$ cat config.mk
export PLATFORM = sky130hd
export DESIGN_NAME = cise_top
export DESIGN_NICKNAME = d
export VERILOG_FILES = /design/src/design/cise_pkg.sv /design/src/design/cise_channel.sv /design/src/design/cise_top.sv
export VERILOG_INCLUDE_DIRS = /design/src /design/src/design
export SDC_FILE = /design/constraint.sdc
export NUM_CORES = 1
export LEC_CHECK = 0
export BUFFER_PORTS_ARGS = -buffer_cell sky130_fd_sc_hd__buf_2
export CORE_UTILIZATION = 25
export CTS_CLUSTER_SIZE = 24
export DETAILED_ROUTE_END_ITERATION = 16
export PLACE_DENSITY = 0.38
export SYNTH_ARGS = -nofsm -noshare
export SYNTH_HDL_FRONTEND = slang
export SYNTH_SLANG_ARGS = --single-unit
$ cat constraint.sdc
create_clock -name clk -period 1.1 [get_ports clk]
set_input_delay 0 -clock clk [delete_from_list [all_inputs] [get_ports clk]]
set_output_delay 0 -clock clk [all_outputs]
set_load 0.05 [all_outputs]
$ cat src/design/cise_params.svh
// Register offsets, field positions and reset values for the channel source interrupt block.
// Assumes a register address bus of 6 bits and 8-bit register data.
`ifndef CISE_PARAMS_SVH
`define CISE_PARAMS_SVH

`define CISE_ADDR_W 6
`define CISE_DATA_W 8
`define CISE_NUM_CH 3
`define CISE_NUM_SRC 4

// Channel 0, 1, 2 source enable registers
`define CISE_EN_CH0_ADDR 6'h01
`define CISE_EN_CH1_ADDR 6'h09
`define CISE_EN_CH2_ADDR 6'h11
// Matching clear-on-read status registers
`define CISE_ST_CH0_ADDR 6'h02
`define CISE_ST_CH1_ADDR 6'h0a
`define CISE_ST_CH2_ADDR 6'h12

// Field positions within both registers
`define CISE_BIT_FIFO_LIMIT 3
`define CISE_BIT_LOCK_LOST 2
`define CISE_BIT_SIGNAL_LOST 1
`define CISE_BIT_DRIVE_MON 0

`define CISE_EN_RESET 4'h0
`define CISE_ST_RESET 4'h0
`define CISE_COND_IDLE 1'b0
`define CISE_UPPER_ZERO 4'h0
`define CISE_RD_UNMAPPED 8'h00

`endif

$ cat src/design/cise_pkg.sv
// Types shared by the channel source interrupt block.
// Assumes nothing beyond the constants header.
package cise_pkg;
  typedef logic [3:0] cise_src_t;
  typedef logic [7:0] cise_byte_t;
endpackage

$ cat src/design/cise_channel.sv
// One channel: enable bits, change detection and clear-on-read status flags.
// Assumes condition inputs are already synchronous to clk.
`timescale 1ns/1ps
`include "cise_params.svh"

module cise_channel (
  // Clock and reset
  input wire logic clk,
  input wire logic rst_b,
  // Register access
  input wire logic en_wr,
  input wire cise_pkg::cise_src_t en_wdata,
  input wire logic st_rd,
  // Conditions, bit order fifo, lock, signal, drive
  input wire cise_pkg::cise_src_t cond,
  // State
  output cise_pkg::cise_src_t enable,
  output cise_pkg::cise_src_t status,
  output logic irq
);

  cise_pkg::cise_src_t en_q;
  cise_pkg::cise_src_t st_q;
  cise_pkg::cise_src_t cond_q;
  logic prime_q;
  cise_pkg::cise_src_t change;

  // =====================================================
  // Enable register
  always_ff @(posedge clk or negedge rst_b) begin
    if (!rst_b) begin
      en_q <= `CISE_EN_RESET;
    end else if (en_wr) begin
      en_q <= en_wdata;
    end
  end

  // =====================================================
  // Change detection, both edges of each condition
  always_ff @(posedge clk or negedge rst_b) begin
    if (!rst_b) begin
      cond_q <= `CISE_ST_RESET;
      prime_q <= 1'b0;
    end else begin
      cond_q <= cond;
      prime_q <= 1'b1;
    end
  end

  // First cycle after reset only loads the history
  assign change = prime_q ? (cond ^ cond_q) : `CISE_ST_RESET;

  // =====================================================
  // Status flags, a new change wins over the read clear
  always_ff @(posedge clk or negedge rst_b) begin
    if (!rst_b) begin
      st_q <= `CISE_ST_RESET;
    end else if (st_rd) begin
      st_q <= change;
    end else begin
      st_q <= st_q | change;
    end
  end

  assign enable = en_q;
  assign status = st_q;
  assign irq = |(st_q & en_q);

endmodule

$ cat src/design/cise_top.sv
// Channel source interrupt enables and clear-on-read status for three channels.
// Assumes a synchronous register port on clk and asynchronous condition inputs.
// Assumes reg_rd and reg_wr are never high in the same cycle.
//
// Contract
// - Each of three channels has its own enable register at 0x01, 0x09, 0x11.
// - Enable bit 3 lets fifo limit alarm changes raise an interrupt.
// - Enable bit 2 lets receive lock lost changes raise an interrupt.
// - Enable bit 1 lets receive signal lost changes raise an interrupt.
// - Enable bit 0 lets transmit drive monitor changes raise an interrupt.
// - Enable bits read/write, reset zero; upper four bits read zero.
// - Status registers at 0x02, 0x0A, 0x12 latch changes; reset zero.
// - Reading status returns flags then clears them.
`timescale 1ns/1ps
`include "cise_params.svh"

module cise_top (
  // Clock and reset
  input wire logic clk,
  input wire logic rst_b,
  // Register port
  input wire logic [`CISE_ADDR_W-1:0] reg_addr,
  input wire logic reg_wr,
  input wire logic reg_rd,
  input wire logic [`CISE_DATA_W-1:0] reg_wdata,
  output logic [`CISE_DATA_W-1:0] reg_rdata,
  // Per-channel conditions, asynchronous
  input wire logic [`CISE_NUM_CH-1:0] fifo_limit_alarm,
  input wire logic [`CISE_NUM_CH-1:0] receive_lock_lost,
  input wire logic [`CISE_NUM_CH-1:0] receive_signal_lost,
  input wire logic [`CISE_NUM_CH-1:0] transmit_drive_monitor,
  // Interrupt requests toward block level
  output logic [`CISE_NUM_CH-1:0] channel_irq
);

  // =====================================================
  // Register map
  // Enable registers, one per channel
  localparam logic [`CISE_ADDR_W-1:0] EN_ADDR [`CISE_NUM_CH] = '{
    `CISE_EN_CH0_ADDR,
    `CISE_EN_CH1_ADDR,
    `CISE_EN_CH2_ADDR
  };
  // Status registers, one per channel
  localparam logic [`CISE_ADDR_W-1:0] ST_ADDR [`CISE_NUM_CH] = '{
    `CISE_ST_CH0_ADDR,
    `CISE_ST_CH1_ADDR,
    `CISE_ST_CH2_ADDR
  };

  // =====================================================
  // Internal signals
  // Channel state
  cise_pkg::cise_src_t enable [`CISE_NUM_CH];
  cise_pkg::cise_src_t status [`CISE_NUM_CH];
  wire [`CISE_NUM_CH-1:0] irq_ch;

  // Address decode, one bit per channel
  wire [`CISE_NUM_CH-1:0] en_hit;
  wire [`CISE_NUM_CH-1:0] st_hit;
  wire [`CISE_NUM_CH-1:0] en_wr_sel;
  wire [`CISE_NUM_CH-1:0] st_rd_sel;
  logic rd_en_hit;
  logic rd_st_hit;

  // Read path
  wire cise_pkg::cise_src_t en_view [`CISE_NUM_CH];
  wire cise_pkg::cise_src_t st_view [`CISE_NUM_CH];
  cise_pkg::cise_src_t en_rd_nib;
  cise_pkg::cise_src_t st_rd_nib;
  cise_pkg::cise_src_t wr_nib;
  cise_pkg::cise_byte_t rdata_d;

  // =====================================================
  // Write data, only the enable bits are stored
  assign wr_nib = reg_wdata[`CISE_NUM_SRC-1:0];

  // =====================================================
  // Per-channel logic
  genvar g;
  genvar k;
  generate
    for (g = 0; g < `CISE_NUM_CH; g++) begin : g_ch
      // Raw pins and filtered conditions of this channel
      wire cise_pkg::cise_src_t raw;
      wire cise_pkg::cise_src_t sync_bits;

      // =====================================================
      // Condition pins in register bit order
      assign raw[`CISE_BIT_FIFO_LIMIT] = fifo_limit_alarm[g];
      assign raw[`CISE_BIT_LOCK_LOST] = receive_lock_lost[g];
      assign raw[`CISE_BIT_SIGNAL_LOST] = receive_signal_lost[g];
      assign raw[`CISE_BIT_DRIVE_MON] = transmit_drive_monitor[g];

      // =====================================================
      // Address decode for this channel
      assign en_hit[g] = (reg_addr == EN_ADDR[g]);
      assign st_hit[g] = (reg_addr == ST_ADDR[g]);
      assign en_wr_sel[g] = reg_wr && en_hit[g];
      assign st_rd_sel[g] = reg_rd && st_hit[g];

      // =====================================================
      // Three-stage synchroniser per condition bit
      for (k = 0; k < `CISE_NUM_SRC; k++) begin : g_bit
        // Pipeline for one condition bit
        logic s1_q;
        logic s2_q;
        logic s3_q;
        logic filt_q;

        // Stage one, may settle late
        always_ff @(posedge clk or negedge rst_b) begin
          if (!rst_b) begin
            s1_q <= `CISE_COND_IDLE;
          end else begin
            s1_q <= raw[k];
          end
        end

        // Stage two, first settled copy
        always_ff @(posedge clk or negedge rst_b) begin
          if (!rst_b) begin
            s2_q <= `CISE_COND_IDLE;
          end else begin
            s2_q <= s1_q;
          end
        end

        // Stage three, compared with stage two
        always_ff @(posedge clk or negedge rst_b) begin
          if (!rst_b) begin
            s3_q <= `CISE_COND_IDLE;
          end else begin
            s3_q <= s2_q;
          end
        end

        // Taken only once stages two and three agree
        always_ff @(posedge clk or negedge rst_b) begin
          if (!rst_b) begin
            filt_q <= `CISE_COND_IDLE;
          end else if (s2_q == s3_q) begin
            filt_q <= s3_q;
          end else begin
            filt_q <= filt_q;
          end
        end

        assign sync_bits[k] = filt_q;
      end

      // =====================================================
      // Enable, change detection and status
      cise_channel u_ch (
        .clk(clk),
        .rst_b(rst_b),
        .en_wr(en_wr_sel[g]),
        .en_wdata(wr_nib),
        .st_rd(st_rd_sel[g]),
        .cond(sync_bits),
        .enable(enable[g]),
        .status(status[g]),
        .irq(irq_ch[g])
      );

      // =====================================================
      // Read contribution, zero unless addressed
      assign en_view[g] = en_hit[g] ? enable[g] : `CISE_EN_RESET;
      assign st_view[g] = st_hit[g] ? status[g] : `CISE_ST_RESET;
    end
  endgenerate

  // =====================================================
  // Interrupt requests toward block level
  assign channel_irq = irq_ch;

  // =====================================================
  // Register group hit by the address
  assign rd_en_hit = |en_hit;
  assign rd_st_hit = |st_hit;

  // =====================================================
  // Enable read view
  always_comb begin
    en_rd_nib = `CISE_EN_RESET;
    for (int i = 0; i < `CISE_NUM_CH; i++) begin
      en_rd_nib = en_rd_nib | en_view[i];
    end
  end

  // =====================================================
  // Status read view
  always_comb begin
    st_rd_nib = `CISE_ST_RESET;
    for (int i = 0; i < `CISE_NUM_CH; i++) begin
      st_rd_nib = st_rd_nib | st_view[i];
    end
  end

  // =====================================================
  // Read data select, unmapped addresses read zero
  always_comb begin
    if (rd_en_hit) begin
      rdata_d = {`CISE_UPPER_ZERO, en_rd_nib};
    end else if (rd_st_hit) begin
      rdata_d = {`CISE_UPPER_ZERO, st_rd_nib};
    end else begin
      rdata_d = `CISE_RD_UNMAPPED;
    end
  end

  // =====================================================
  // Read data register, holds between reads
  always_ff @(posedge clk or negedge rst_b) begin
    if (!rst_b) begin
      reg_rdata <= `CISE_RD_UNMAPPED;
    end else if (reg_rd) begin
      reg_rdata <= rdata_d;
    end
  end

endmodule

Yosys cells after proc, flatten, opt, wreduce, memory -nomap -nowiden
Index checks and enable logic that the tools add are counted.
{"block": "word_totals", "output_inout_bits": 11, "word_cells": 115, "input_bits": 30, "ff_bits": 93}
{"block": "classes", "muxes": 14, "bitwise": 13, "eq_ne": 18, "reduce_logical": 11}
{"op": "$mux W4", "count": 13}
{"op": "$or A4 B4 Y4", "count": 7}
{"op": "$and A4 B4 Y4", "count": 3}
{"op": "$eq A1 B1 Y1", "count": 12}
{"op": "$eq A6 B4 Y1 const B", "count": 2}
{"op": "$eq A6 B5 Y1 const B", "count": 2}
{"op": "$reduce_or A4 Y1", "count": 3}
{"op": "$xor A4 B4 Y4", "count": 3}
{"op": "$mux W8", "count": 1}
{"op": "$eq A6 B1 Y1 const B", "count": 1}
{"op": "$eq A6 B2 Y1 const B", "count": 1}
{"op": "$logic_and A1 B1 Y1", "count": 6}
{"op": "$reduce_or A3 Y1", "count": 2}

Longest topological paths before layout
{"block": "depth", "ltp_word": 6, "depth_mapped": 5, "ltp_nobuf": 4}

Hierarchy
From an unflattened synthesis, not the netlist that was laid out.
{"block": "unflattened", "cells_unflattened": 222, "area_unflattened_um2": 3299.4}
{"mod": "cise_top", "n_inst": 1, "seq_area_each_um2": 1301.2, "area_per_inst_um2": 1899.3, "cells_each": 132}
{"mod": "cise_channel", "n_inst": 3, "seq_area_each_um2": 325.3, "area_per_inst_um2": 466.7, "cells_each": 30}

Least setup slack after synthesis
OpenSTA, ideal clock, no wires.
{"block": "synth_timing", "path_type": "input port to flip-flop", "from": "input port reg_addr[3]", "to": "register g_ch[2].u_ch.en_q[0]", "path_slack_ns": -0.065, "stages": 3, "required_ns": 0.975, "n_path_buf": 0, "t_arrival_ns": 1.040, "setup_ns": 0.125, "path_cell_list": "or4b_4 -> nor2_4 -> mux2_2"}
{"block": "synth_via", "elab_chain_len": 2}
{"element": "from (decl)", "line_no": "cise_top.sv:22", "text": "input wire logic [`CISE_ADDR_W-1:0] reg_addr,"}
{"element": "$eq A6 B5 Y1", "line_no": "cise_top.sv:97", "text": "assign en_hit[g] = (reg_addr == EN_ADDR[g]);"}
{"element": "$logic_and A1 B1 Y1", "line_no": "cise_top.sv:99", "text": "assign en_wr_sel[g] = reg_wr && en_hit[g];"}
{"element": "to (signal assigned)", "line_no": "cise_channel.sv:32", "text": "en_q <= `CISE_EN_RESET;"}
{"element": "to (signal assigned)", "line_no": "cise_channel.sv:34", "text": "en_q <= en_wdata;"}
{"element": "to (decl)", "line_no": "cise_channel.sv:22", "text": "cise_pkg::cise_src_t en_q;"}
No other way between the ends.
A chain may end at the register's enable or synchronous reset.

Final worst setup path
{"block": "layout_timing", "from": "register g_ch[0].u_ch.st_q[2]", "to": "output port channel_irq[0]"}
{"block": "layout_via", "elab_chain_len": 2}
{"element": "from (decl)", "line_no": "cise_channel.sv:23", "text": "cise_pkg::cise_src_t st_q;"}
{"element": "from (signal assigned)", "line_no": "cise_channel.sv:57", "text": "st_q <= `CISE_ST_RESET;"}
{"element": "from (signal assigned)", "line_no": "cise_channel.sv:59", "text": "st_q <= change;"}
{"element": "from (signal assigned)", "line_no": "cise_channel.sv:61", "text": "st_q <= st_q | change;"}
{"element": "$and A4 B4 Y4", "line_no": "cise_channel.sv:67", "text": "assign irq = |(st_q & en_q);"}
{"element": "$reduce_or A4 Y1", "line_no": "cise_channel.sv:67"}
{"element": "to (decl)", "line_no": "cise_top.sv:33", "text": "output logic [`CISE_NUM_CH-1:0] channel_irq"}
No other way between the ends.

==> metrics.md <==
| Metric | Value |
|---|---|
| Clock sinks | 89 |
| Failing checks | setup timing |
| Initial DRC count | 40 |
| Initial antenna violation count | 0 |
| CTS H-tree depth | 3 |
| Die Y | 113.4 um |
| Drt first pass iters | 4 |
| Clk_skew | 4.610 ps |
| Global route overflow | 0 |
| Placed inst area | 0.003557 mm^2 |
| Drc violations | 0 |
| Max Fclk | 813.4 MHz |
| Final Power | 7.586 mW |
| Die area | 0.01285 mm^2 |
| DR WL/cell | 13.08 um |
| Leakage power | 1.771 nW |
| Starting Density | 0.2571 |
| Startpoint types | flop |
| CTS tree | yes |
| Mapped Area | 0.003100 mm^2 |
| DP Wirelength | 4025 um |
| Final min period | 1229 ps |
| Num CTS Buffers | 9 |
| Max clock buf depth | 2 |
| Fin crit share | 1.118 |
| Final instance area | 0.004163 mm^2 |
| # IOs | 41 |
| Worst Setup Slack, final | -129.5 ps |
| Port Buf Inserts | 32 |
| Reg clk slew, reported paths | 60 ps |
| Critical path peak fanout | 2 |
| Setup TNS Final | -333.8 ps |
| Hold WC Path Type | input port to flop |
| Layout area overhead | 34.26% |
| Cell Rows | 40 |
| Core area | 0.01206 mm^2 |
| Fin. Hold Viols | 0 |
| Status | complete, but fails checks |
| Flops & latches, synth | 89 |
| Sequential area share after synthesis | 0.7183 |
| DRT Wirelength | 5835 um |
| Hold Path Origin | reg_rd |
| Worst VDD drop | 599.6 uV |
| # nets final | 303 |
| Ys Warns | 0 |
| Top Usage Layer GRT | met1 |
| Fin Hold WS | 71.43 ps |
| Chip width | 113.4 um |
| Fin util | 0.3451 |
| Share of cells above drive strength 1 | 0.3525 |
| Reg2reg start | g_ch[0].u_ch.status[2]$_DFF_PN0_ |
| Synth cell types | 25 |
| Syn Inst Count | 198 |
| Vias per inst | 4.020 |
| Met1 Use GR | 0.1472 |
| Final setup viols | 3 |
| Clk Latency, worst-skew pair | 330 ps |
| First-pass GRT wire length | 10010 um |
| ANT nets after route | 0 |
| Power per cell area | 1822 mW/mm^2 |
| Total GRT Usage | 0.1058 |
| Setup WS pre-CTS | -210.4 ps |
| CTS Root Cell | clkbuf_16 |
| Placed Cells | 406 |
| Largest net degree at the start of global routing | 28 |
| Vias in the first global route | 1854 |
| CP arrival | 1230 ps |
| Max Transition Viols Final | 0 |
| Gpl congestion | 0.7635 |
| Post-Layout Cell Count | 446 |
| RSZ-0062 raised after global routing | true |
| Max_cap viols | 0 |
| Critical path class | flop to output pin |
| ANT cells | 0 |
| CP required | 1100 ps |
| GR Layer Usage met3 | 0.02089 |
| Setup crit end kind | output pin |
| Critical path launch point | g_ch[0].u_ch.status[2]$_DFF_PN0_ |
| M2 GR Usage | 0.1460 |
| Syn avg cell area | 15.66 um^2 |
| Vias post-DR | 1793 |
==> layout make-up <==
type                       instances  area (um^2)
fill                            1177         7899
multi-input combinational        101        877.1
sequential                        89         2228
timing repair buffer              72        556.8
clock inverter                     3        40.04
clock buffer                      13        250.2
tap                              168        210.2
==> layer usage <==
layer  routed length, um  vias to the layer above
met5                   0                        -
met4                 175                        0
met3                 193                       11
met2                2475                       35
met1                2991                      892
li1                    -                      855
==> path summary, 6_finish.rpt <==
kind | end | slack [ps] | cells past startpoint
max in group asynchronous | reg_rdata[2]$_DFFE_PN0P_ | 440 | 3
min in group asynchronous | g_ch[1].g_bit[1].s1_q$_DFF_PN0_ | 100 | 2
setup reg to reg | reg_rdata[2]$_DFFE_PN0P_ | 0 | 4
hold reg to reg | g_ch[0].g_bit[1].s2_q$_DFF_PN0_ | 350 | 0
hold / removal | reg_rdata[1]$_DFFE_PN0P_ | 70 | 2
setup / recovery | channel_irq[0] | -130 | 4
==> flip-flops by register name, indices dropped and copies added (netlist names) <==
| signal | count |
|---|---|
| g_ch.u_ch.prime_q | 1 |
| g_ch.g_bit.s3_q | 12 |
| g_ch.u_ch.enable | 12 |
| g_ch.g_bit.s2_q | 12 |
| g_ch.u_ch.status | 12 |
| g_ch.g_bit.filt_q | 12 |
| g_ch.g_bit.s1_q | 12 |
| g_ch.u_ch.cond_q | 12 |
| reg_rdata | 4 |
==> cells by family after synthesis <==
kind of cell / after synthesis / synth area share
flip-flops: 89 / 0.7183
AO/OA/AOI/OAI: 41 / 0.1013
AND/OR/NAND/NOR: 19 / 0.03834
adder cells (fa/ha/maj): 12 / 0.03874
XOR/XNOR: 12 / 0.03390
multiplexers: 12 / 0.04358
buffers and inverters: 11 / 0.02341
other: 2 / 0.002422
==> placed cells by master (no fill, tap or decap), types with 3 or more instances in the layout <==
cell type	instances
o22a_1	4
dlygate4sd3_1	17
clkbuf_1	3
clkbuf_16	9
buf_6	5
a22oi_2	12
nand2_1	3
mux2_2	12
a22o_1	12
dfrtp_1	88
buf_4	20
o22ai_1	3
buf_2	28
xor2_1	12
maj3_1	12
nand3_1	3
a22oi_1	5
conb_1	5
==> power by group <==
group	leakage (nW)	internal [mW]	switching (mW)
clock	0.144	1.82	1.18
combinational	0.600	0.417	0.490
sequential	1.03	3.52	0.169
total	1.77	5.75	1.84
==> Yosys cell counts, drive strengths merged <==
| master | n | share of area |
|---|---|---|
| nor2 | 3 | 0.0061 |
| xor2 | 12 | 0.034 |
| a22oi | 17 | 0.041 |
| nor4b | 1 | 0.0028 |
| o21ai | 4 | 0.0065 |
| clkbuf | 2 | 0.0024 |
| nand3 | 3 | 0.0048 |
| nand2b | 1 | 0.0020 |
| o211ai | 1 | 0.0024 |
| or4b | 1 | 0.0044 |
| o22ai | 3 | 0.0061 |
| nand4b | 1 | 0.0028 |
| nor2b | 2 | 0.0040 |
| nand2 | 5 | 0.0061 |
| nor3 | 1 | 0.0032 |
| maj3 | 12 | 0.039 |
| buf | 9 | 0.021 |
| o22a | 4 | 0.011 |
| a22o | 12 | 0.034 |
| mux2 | 12 | 0.044 |
| dfrtp | 89 | 0.72 |
| nand4 | 1 | 0.0020 |
| conb | 2 | 0.0024 |
==> what timing repair did <==
item,CTS,global route
hold endpoints to repair,113,0
pin swaps,2,5
setup endpoints to repair,3,6
hold buffers,17,0
gates resized for setup,15,10
buffers inserted,3,5
==> critical path: stages, from the launching register on <==
cell,delay (ps)
dfrtp_1,390
buf_6,120
a22oi_2,130
nand2_1,90
buf_6,160
No activity file was read; power rests on OpenSTA's default activity.
